**src/shared/pcrs_pkg.sv**
```systemverilog
// Constants for the program counter and return stack block.
// Assumes a Wishbone classic master and a core sequencer on the same clock.
package pcrs_pkg;

  localparam int PC_W = 15;
  localparam int IDX_W = 5;
  localparam int DEPTH = 16;

  // Register indices; the byte address is four times the index.
  localparam logic [11:0] IDX_STACK_INDEX = 12'hFED;
  localparam logic [11:0] IDX_TOP_LOW = 12'hFEE;
  localparam logic [11:0] IDX_TOP_HIGH = 12'hFEF;
  localparam logic [11:0] IDX_PC_LOW = 12'hFF0;
  localparam logic [11:0] IDX_PC_LATCH = 12'hFF1;
  localparam logic [11:0] IDX_CONFIG = 12'hFF2;
  localparam logic [11:0] IDX_POWER_CTRL = 12'hFF3;
  localparam logic [11:0] IDX_IRQ_MASK = 12'hFF4;

  // Field positions in the power control, mask and config registers.
  localparam int FLAG_OVF_BIT = 0;
  localparam int FLAG_UNF_BIT = 1;
  localparam int CFG_FAULT_BIT = 0;

  // Values after reset, plus the full stack index and the interrupt vector.
  localparam logic [IDX_W-1:0] STACK_INDEX_RST = 5'h1F;
  localparam logic [IDX_W-1:0] STACK_INDEX_FULL = 5'h0F;
  localparam logic [PC_W-1:0] PC_RST = 15'h0000;
  localparam logic [6:0] PC_LATCH_RST = 7'h00;
  localparam logic FAULT_EN_RST = 1'b1;
  localparam logic [1:0] FLAGS_RST = 2'h0;
  localparam logic [1:0] MASK_RST = 2'h0;
  localparam logic [PC_W-1:0] INT_VECTOR = 15'h0004;

  // Sequencer operation codes, one per cycle.
  localparam logic [3:0] OP_NONE = 4'h0;
  localparam logic [3:0] OP_NEXT = 4'h1;
  localparam logic [3:0] OP_PCL_WR = 4'h2;
  localparam logic [3:0] OP_CALL = 4'h3;
  localparam logic [3:0] OP_CALL_INDIRECT_ACC = 4'h4;
  localparam logic [3:0] OP_BRW = 4'h5;
  localparam logic [3:0] OP_BRA = 4'h6;
  localparam logic [3:0] OP_RETURN = 4'h7;
  localparam logic [3:0] OP_RETURN_WITH_LITERAL = 4'h8;
  localparam logic [3:0] OP_RETURN_FROM_INTERRUPT = 4'h9;
  localparam logic [3:0] OP_INTR = 4'hA;

endpackage : pcrs_pkg

```
**src/logic/pcrs_core.sv**
```systemverilog
// Program counter sequencing and return stack with a Wishbone slave.
// Assumes one operation code per clock from the core sequencer.
//
// Functional notes
// - Counter is 15 bits; low byte readable and writable, upper from latch.
// - Every reset clears the whole program counter to zero.
// - A low-byte write loads the upper seven bits from the latch together.
// - Direct call takes operand bits 10..0 and latch bits 6..3.
// - Indirect call takes accumulator as low byte, latch as upper bits.
// - Accumulator branch loads next address plus unsigned accumulator.
// - Operand branch loads next address plus signed operand, any boundary.
// - Sixteen stack entries of 15 bits, outside program and data space.
// - Calls and interrupt branch push; the three returns pop.
// - Pushes and pops leave the high latch unchanged unless they trigger a fault reset.
// - With fault reset off the stack wraps, overwriting oldest entries.
// - Overflow and underflow set their flags whether fault reset is on or not.
// - With fault reset on, overflow or underflow clears the counter and latch and sets the stack index to 1F.
// - Stack index selects the entry seen through the top entry registers.
// - Stack index is five bits so faults beyond sixteen entries show.
// - Push increments then writes; pop reads then decrements.
`timescale 1ns/100ps
module pcrs_core
  import pcrs_pkg::*;
(
  input wire logic clk_i,
  input wire logic rst_i,
  input wire logic wb_cyc_i,
  input wire logic wb_stb_i,
  input wire logic wb_we_i,
  input wire logic [13:0] wb_adr_i,
  input wire logic [3:0] wb_sel_i,
  input wire logic [31:0] wb_dat_i,
  output logic [31:0] wb_dat_o,
  output logic wb_ack_o,
  input wire logic [3:0] seq_op_i,
  input wire logic [10:0] operand_i,
  input wire logic [7:0] acc_i,
  output logic [PC_W-1:0] pc_o,
  output logic fault_reset_o,
  output logic irq_o
);

  typedef struct packed {
    logic [PC_W-1:0] pc;
    logic [6:0] latch;
    logic [IDX_W-1:0] idx;
    logic [DEPTH-1:0][PC_W-1:0] stack;
    logic fault_en;
    logic [1:0] flags;
    logic [1:0] mask;
    logic ack;
    logic [7:0] dat;
    logic fault_rst;
    logic irq;
  } pcrs_state_t;

  pcrs_state_t q;
  pcrs_state_t d;

  logic push;
  logic pop;
  logic ovf;
  logic unf;
  logic [PC_W-1:0] push_val;
  logic [PC_W-1:0] inc;
  logic [IDX_W-1:0] idx_up;
  logic bus_req;
  logic bus_wr;
  logic bus_rd_done;

  function automatic logic hit(input logic [13:0] adr,
                               input logic [11:0] idx);
    hit = (adr[13:2] == idx);
  endfunction : hit

  function automatic logic [7:0] read_mux(input pcrs_state_t s,
                                          input logic [13:0] adr);
    logic [PC_W-1:0] tos;
    tos = s.stack[s.idx[3:0]];
    if (hit(adr, IDX_STACK_INDEX)) begin
      read_mux = {3'h0, s.idx};
    end else if (hit(adr, IDX_TOP_LOW)) begin
      read_mux = tos[7:0];
    end else if (hit(adr, IDX_TOP_HIGH)) begin
      read_mux = {1'b0, tos[14:8]};
    end else if (hit(adr, IDX_PC_LOW)) begin
      read_mux = s.pc[7:0];
    end else if (hit(adr, IDX_PC_LATCH)) begin
      read_mux = {1'b0, s.latch};
    end else if (hit(adr, IDX_CONFIG)) begin
      read_mux = {7'h00, s.fault_en};
    end else if (hit(adr, IDX_POWER_CTRL)) begin
      read_mux = {6'h00, s.flags};
    end else if (hit(adr, IDX_IRQ_MASK)) begin
      read_mux = {6'h00, s.mask};
    end else begin
      read_mux = 8'h00;
    end
  endfunction : read_mux

  always_comb begin
    d = q;
    push = 1'b0;
    pop = 1'b0;
    inc = q.pc + 15'h0001;
    push_val = inc;
    idx_up = q.idx + 5'h01;
    bus_req = wb_cyc_i && wb_stb_i;
    // A request is answered one cycle after it appears; writes land then.
    bus_wr = bus_req && wb_we_i && q.ack && wb_sel_i[0];
    bus_rd_done = bus_req && !wb_we_i && q.ack;
    d.ack = bus_req && !q.ack;
    d.dat = read_mux(q, wb_adr_i);
    d.fault_rst = 1'b0;

    // Bus writes first, so a core operation in the same cycle wins.
    if (bus_wr) begin
      if (hit(wb_adr_i, IDX_STACK_INDEX)) begin
        d.idx = wb_dat_i[4:0];
      end else if (hit(wb_adr_i, IDX_TOP_LOW)) begin
        d.stack[q.idx[3:0]][7:0] = wb_dat_i[7:0];
      end else if (hit(wb_adr_i, IDX_TOP_HIGH)) begin
        d.stack[q.idx[3:0]][14:8] = wb_dat_i[6:0];
      end else if (hit(wb_adr_i, IDX_PC_LOW)) begin
        d.pc = {q.latch, wb_dat_i[7:0]};
      end else if (hit(wb_adr_i, IDX_PC_LATCH)) begin
        d.latch = wb_dat_i[6:0];
      end else if (hit(wb_adr_i, IDX_CONFIG)) begin
        d.fault_en = wb_dat_i[CFG_FAULT_BIT];
      end else if (hit(wb_adr_i, IDX_IRQ_MASK)) begin
        d.mask = wb_dat_i[1:0];
      end
    end

    case (seq_op_i)
      OP_NEXT: begin
        d.pc = inc;
      end
      OP_PCL_WR: begin
        d.pc = {q.latch, operand_i[7:0]};
      end
      OP_CALL: begin
        d.pc = {q.latch[6:3], operand_i};
        push = 1'b1;
      end
      OP_CALL_INDIRECT_ACC: begin
        d.pc = {q.latch, acc_i};
        push = 1'b1;
      end
      OP_BRW: begin
        d.pc = inc + {7'h00, acc_i};
      end
      OP_BRA: begin
        d.pc = inc + {{6{operand_i[8]}}, operand_i[8:0]};
      end
      OP_RETURN, OP_RETURN_WITH_LITERAL, OP_RETURN_FROM_INTERRUPT: begin
        pop = 1'b1;
      end
      OP_INTR: begin
        d.pc = INT_VECTOR;
        push_val = q.pc;
        push = 1'b1;
      end
      default: begin
        d.pc = d.pc;
      end
    endcase

    // Stack traffic touches the latch only through a fault reset, which clears it.
    ovf = push && (q.idx == STACK_INDEX_FULL);
    unf = pop && (q.idx == STACK_INDEX_RST);
    if (push) begin
      d.idx = idx_up;
      d.stack[idx_up[3:0]] = push_val;
    end
    if (pop) begin
      d.pc = q.stack[q.idx[3:0]];
      d.idx = q.idx - 5'h01;
    end

    // Read of the flags clears them, but a fault in the same cycle wins.
    if (bus_rd_done && hit(wb_adr_i, IDX_POWER_CTRL)) begin
      d.flags = FLAGS_RST;
    end
    if (ovf) begin
      d.flags[FLAG_OVF_BIT] = 1'b1;
    end
    if (unf) begin
      d.flags[FLAG_UNF_BIT] = 1'b1;
    end
    if (q.fault_en && (ovf || unf)) begin
      d.pc = PC_RST;
      d.idx = STACK_INDEX_RST;
      d.latch = PC_LATCH_RST;
      d.fault_rst = 1'b1;
    end
    d.irq = |(d.flags & d.mask);
  end

  always_ff @(posedge clk_i) begin
    if (rst_i) begin
      q <= '0;
      q.pc <= PC_RST;
      q.latch <= PC_LATCH_RST;
      q.idx <= STACK_INDEX_RST;
      q.fault_en <= FAULT_EN_RST;
      q.flags <= FLAGS_RST;
      q.mask <= MASK_RST;
    end else begin
      q <= d;
    end
  end

  assign pc_o = q.pc;
  assign wb_ack_o = q.ack;
  assign wb_dat_o = {24'h000000, q.dat};
  assign fault_reset_o = q.fault_rst;
  assign irq_o = q.irq;

  logic [PC_W-1:0] tos_q;
  logic calm;
  assign tos_q = q.stack[q.idx[3:0]];
  assign calm = !(bus_req && wb_we_i);
endmodule : pcrs_core

```
**config.mk**
```make
export PLATFORM = sky130hd
export DESIGN_NAME = pcrs_core
export DESIGN_NICKNAME = d
export VERILOG_FILES = /design/src/shared/pcrs_pkg.sv /design/src/logic/pcrs_core.sv
export SDC_FILE = /design/constraint.sdc
export NUM_CORES = 1
export LEC_CHECK = 0
export ABC_AREA = 1
export BUFFER_PORTS_ARGS = -buffer_cell sky130_fd_sc_hd__buf_2
export CORE_ASPECT_RATIO = 1.2
export CORE_MARGIN = 2
export CORE_UTILIZATION = 30
export CTS_BUF_LIST = sky130_fd_sc_hd__clkbuf_2 sky130_fd_sc_hd__clkbuf_4 sky130_fd_sc_hd__clkbuf_8
export DETAILED_ROUTE_END_ITERATION = 12
export SLEW_MARGIN = 20
export SYNTH_ARGS = -nofsm -noshare
export SYNTH_HDL_FRONTEND = slang
export SYNTH_SLANG_ARGS = --single-unit
```
**constraint.sdc**
```tcl
create_clock -name clk_i -period 2.75 [get_ports clk_i]
set_input_delay 0 -clock clk_i [delete_from_list [all_inputs] [get_ports clk_i]]
set_output_delay 0 -clock clk_i [all_outputs]
set_load 0.05 [all_outputs]
```
[Word-level counts from Yosys, hierarchy flattened]
Index checks and enable logic that the tools add are counted.
Cells by class
  reduce and logical (&&, ||, !) cells: 29
  magnitude comparators: 4
  add/sub/neg operators: 5
  bitwise gates (word level): 6
  mux-type cells: 54
  eq/ne operators: 23
Operators by type and width (number)
  $bwmux W240: 3
  $mux W240: 2
  $mux W268: 1
  $mux W245: 1
  $mux W241: 1
  $demux W15 S4: 3
  $pmux W15 S7: 1
  $eq A12 B12 Y1 const B: 8
  $mux W15: 6
  $mux W22: 3
  $bmux W15 S4: 1
  $mux W8: 4
  $ne A9 B2 Y1 const B: 3
  $mux W2: 12
  $mux W7: 3
  $reduce_bool A9 Y1: 2
  $eq A4 B3 Y1 const B: 4
  $add A15 B1 Y15 const B: 1
  $add A15 B15 Y15: 1
  $add A15 B8 Y15: 1
  $mux W5: 3
  $logic_and A1 B1 Y1: 13
  $eq A4 B4 Y1 const B: 3
  $lt A4 B5 Y1 const B: 2
  other kinds (19): 39
Storage, ports and cells
  register bits: 283
  input port bits: 78
  logic and storage cells: 148
  output and inout port bits: 50

[Depth between registers and ports, before layout]
  depth in word-level cells: 12
  gate-level depth with buffers: 21
  mapped depth without buffers: 20

[Worst setup path before layout]
Ideal clock, no wire load.
  kind: register to register
  start point: reg q[256] (netlist bit)
  end point: reg q[237] (netlist bit)
  clock period less this slack: 2.477 ns
  arrival time: 2.346 ns
  cell stages (with the launch flop): 13
  setup slack: 0.273 ns
  library setup time: 0.131 ns
  data required time: 2.619 ns
  path buffers: 3
  path through: dfxtp_1 clkinv_1 clkbuf_1 buf_1 ha_1 inv_1 nor2_1 nand2_1 inv_1 clkbuf_1 nand2_1 o21ai_0 a21oi_1
On the way
  word-level cells in the longest chain between the ends: 11
  elaborated cells between the ends (all ways): 20
  those cells by class: add/sub: 1; order compare: 4; mux: 13; reduce/logical: 2
Ends and longest elaborated chain
  start: declaration: RTL line pcrs_core.sv:57  | pcrs_state_t q;
  $lt A4 B5 Y1 or $ge A4 B1 Y1 (tied branches)
  $logic_and A1 B1 Y1 (not written as such): RTL line pcrs_core.sv:123  | d.stack[q.idx[3:0]][14:8] = wb_dat_i[6:0];
  $mux W15 (not written as such): RTL line pcrs_core.sv:123
  $demux W15 S4: RTL line pcrs_core.sv:123
  $bwmux W240: RTL line pcrs_core.sv:123
  $mux W240: RTL line pcrs_core.sv:122  | end else if (hit(wb_adr_i, IDX_TOP_HIGH)) begin
  $mux W240: RTL line pcrs_core.sv:120  | end else if (hit(wb_adr_i, IDX_TOP_LOW)) begin
  $mux W241: RTL line pcrs_core.sv:118  | if (hit(wb_adr_i, IDX_STACK_INDEX)) begin
  $mux W268: RTL line pcrs_core.sv:117  | if (bus_wr) begin
  $bwmux W240: RTL line pcrs_core.sv:174  | d.stack[idx_up[3:0]] = push_val;
  $mux W245 (*): RTL line pcrs_core.sv:172  | if (push) begin
Mark *: on every way between the ends. The rest lies on a longest branch, timed or not. The select of a mux whose other input is x is not followed.
A chain may end at the register's enable or synchronous reset.

[Worst setup path after layout]
  start point: reg q (netlist bit pc_o[0])
  end point: reg q (netlist bit pc_o[8])
On the way
  word-level cells in the longest chain between the ends: 4
  elaborated cells between the ends (all ways): 5
  those cells by class: add/sub: 3; mux: 2
Ends and longest elaborated chain
  $add A15 B1 Y15 (*): RTL line pcrs_core.sv:105  | inc = q.pc + 15'h0001;
  $add A15 B15 Y15 or $add A15 B8 Y15 (tied branches): RTL line pcrs_core.sv:154, pcrs_core.sv:151
  $pmux W15 S7 (*): RTL line pcrs_core.sv:135  | case (seq_op_i)
  $mux W15 (*): RTL line pcrs_core.sv:176  | if (pop) begin
Mark *: on every way between the ends. The rest lies on a longest branch, timed or not.

==> impl_metrics.tcl <==
set metrics [dict create \
    dp_hpwl_um 44500 \
    synthTopCellsByArea "dfxtp_1 31%, o21ai_0 14%, a21oi_1 11%" \
    drtPass1Iterations 6 \
    drv_slew 0 \
    synth_most_common_cell "o21ai_0" \
    ys_seq_area_share_pct 31.5 \
    antenna_found_initial 1 \
    worst_hold_slack_ns 0.0477 \
    clk_latency_ns 0.60 \
    post-route-util_pct 34.9 \
    grt_use_total_pct 20.7 \
    crit_slowest_cell "fa_1" \
    ir_worst_vdd_v 0.000311 \
    met1_length_um 28000 \
    tightest_slew_ns 1.08 \
    synth.distinct_cells 51 \
    synthFlopType "dfxtp_1" \
    synthCells 2842 \
    met2_length_um 30300 \
    worstSetupPathType "reg -> reg" \
    die_x_um 228 \
    min_period_ns 2.60 \
    initialDrtViolationCount 1758 \
    cp.depth 15 \
    fmax_ghz 0.385 \
    row_count 98 \
    core_mm2 0.0595 \
    r2r-start "pc_o[0]" \
    design_area_mm2 0.0208 \
    cp_num_buf_inv 4 \
    holdPathStages 8 \
    cp.arrival_ns 3.07 \
    crit_start "pc_o[0]" \
    layout.nets 3009 \
    grt_first_pass_wirelength_um 101000 \
    syn_area_per_cell_um2 6.33 \
    power.density_mw_per_mm2 536 \
    skew_ns 0.0243 \
    synth_edf_count 0 \
    multi_input_area_mm2 0.0101 \
    port_buffers 74 \
    synth_seq_cells 283 \
    drive_above_1_share_pct 13.0 \
    htreeDepth 2 \
    crit_path_end "pc_o[8]" \
    gp_congestion 0.967 \
    die_h_um 272 \
    outcome "complete, no violations" \
    slowest_delay_ns 0.42 \
    initial_utilization_pct 30.3 \
    relSlewSlack_pct 27.8 \
    leakage_nw 9.33 \
    root_buffer "clkbuf_8" \
    routed-wl-met3_um 4370 \
    cts_tree "done" \
    cts_inserted_buffers 51 \
    path_cells "buf_4, inv_1, ha_1, inv_1, fa_1, inv_1, nand4_1, o211ai_1, nand3_1, nand2_1, nand2_1, a31oi_1, nand4_1, nand2_1, a21oi_1" \
    fill_cells 6433 \
    ant_nets 0 \
    highest_layer "met4" \
    hold_violations 0 \
    async_reset_ff_share_pct 0 \
    regArea_mm2 0.00568 \
    crit_fanout 4 \
    post_dp_cell_area_mm2 0.0192 \
    syn-cell-area_mm2 0.0180 \
    dieArea_mm2 0.0620 \
    grt_overflow 0 \
    r2r_slack_ns 0.15 \
    cpLargestDelayFamily "simple AND/OR/NAND/NOR gates" \
    synth_area_leader_cell "dfxtp_1" \
    synth_top_area_share_pct 31.5 \
    dp_slack_ns 0.0608 \
    reg2reg_to "pc_o[8]" \
    vias 19000 \
    drt-total-wl_um 65500 \
    viasPerCell 5.07 \
    worst_slack_ns 0.154 \
    rsz0062_at_grt "no" \
    period_share_pct 94.4 \
    routedWlPerCell_um 17.5 \
    cts_sinks 283 \
    ios 128 \
    ys_top_cells_by_count "504 x o21ai_0, 480 x nand2_1, 401 x a21oi_1, 287 x inv_1, 283 x dfxtp_1" \
    clkTransAtPathRegs_ns 0.06 \
    grt_pass1_vias 17300 \
    setup_tns_ns 0 \
    grt_max_degree 144 \
    hp-class "in -> reg" \
    finalSetupViolations 0 \
    start_kind "flop" \
    syn_to_final_growth_pct 15.5 \
    cts_buffer_depth 3 \
    end_kind "flop" \
    maxCapViolations 0 \
    yosys_warnings 0 \
    r2r_cells 15 \
    drc_errors 0 \
    cp.required_ns 3.23 \
]
-- stage by stage --
step | instances | power, mW
2_1_floorplan | 2865 | 6.06
3_3_place_gp | 3613 | 6.93
3_5_place_dp | 3613 | 6.92
4_1_cts | 3742 | 11.1
5_1_grt | 3743 | 11.6
6_report | 3744 | 11.1
-- worst register-to-register path, delay by kind of cell, from the launching register on --
family	cells	cell delay, ns
AND/OR/NAND/NOR	6	0.71
adder cells (fa/ha/maj)	2	0.60
buffers and inverters	4	0.43
flip-flops	1	0.37
AO/OA/AOI/OAI	3	0.36
-- cell type report --
type                            instances  area share [%]
Antenna cell                            1          0.0120
Clock buffer                           85            5.00
Clock inverter                          2          0.0602
Inverter                              318            5.77
Multi-Input combinational cell       2021            48.6
Sequential cell                       283            27.3
Tap cell                              800            4.82
Timing Repair Buffer                  234            8.44
-- logic make-up after synthesis --
| family | count (synthesis) | synth area share [%] |
|---|---|---|
| flip-flops | 283 | 31.5 |
| AND/OR/NAND/NOR | 870 | 20.4 |
| other | 1 | 0.0208 |
| buffers and inverters | 561 | 13.3 |
| AO/OA/AOI/OAI | 1081 | 31.9 |
| XOR/XNOR | 10 | 0.528 |
| multiplexers | 14 | 0.793 |
| adder cells (fa/ha/maj) | 22 | 1.57 |
-- state kept, by name, summed over array words and instances, names as in the netlist --
signal	count
pc_o	15
q	257
irq_o	1
wb_ack_o	1
wb_dat_o	8
fault_reset_o	1
-- where the power goes --
| group | switching, mW | total (mW) | internal, mW |
|---|---|---|---|
| clock network | 1.82 | 4.17 | 2.35 |
| registers | 0.0977 | 4.33 | 4.23 |
| logic | 1.86 | 2.63 | 0.768 |
-- cells in the final DEF, fill, tap and decap left out, drive strengths merged, types with 3 or more instances in the layout --
cell,Yosys,final
a31oi,38,38
o221ai,6,6
conb,1,24
o2111ai,5,5
a21oi,402,402
ha,21,21
xor2,9,9
or2,3,3
nor4,4,4
dlygate4sd3,0,42
buf,119,192
o21bai,3,3
dfxtp,283,283
nand4,19,19
nor2,285,285
a221oi,12,12
nand2,485,485
a22o,6,6
nor3,8,8
nand3b,6,6
nand3,60,60
a211oi,13,13
o211ai,11,11
clkinv,8,8
clkbuf,124,85
inv,310,311
o22ai,34,34
o21a,3,3
o21ai,542,542
mux2i,12,12
-- timing repair --
item	CTS	global route
hold buffers	42	0
endpoints found under the setup margin	0	8
buffers inserted	0	1
hold endpoints to repair	56	0
gates resized for setup	0	18
-- how the worst min path moves through the flow --
stage,startpoint,to,slack (ns)
2_1_floorplan,wb_stb_i,wb_ack_o,0.14
3_3_place_gp,wb_stb_i,wb_ack_o,0.26
3_5_place_dp,wb_stb_i,wb_ack_o,0.26
4_1_cts,wb_cyc_i,q[13],0.01
5_1_grt,wb_adr_i[4],q[263],0.10
6_report,wb_cyc_i,q[13],0.05
-- per-layer routing --
metal	global-route usage, %	vias to the layer above
met3	2.43	149
li1	-	9551
met5	0	-
met1	26.5	8568
met4	9.56	0
met2	34.6	715
Power figures use the tool's default switching activity.
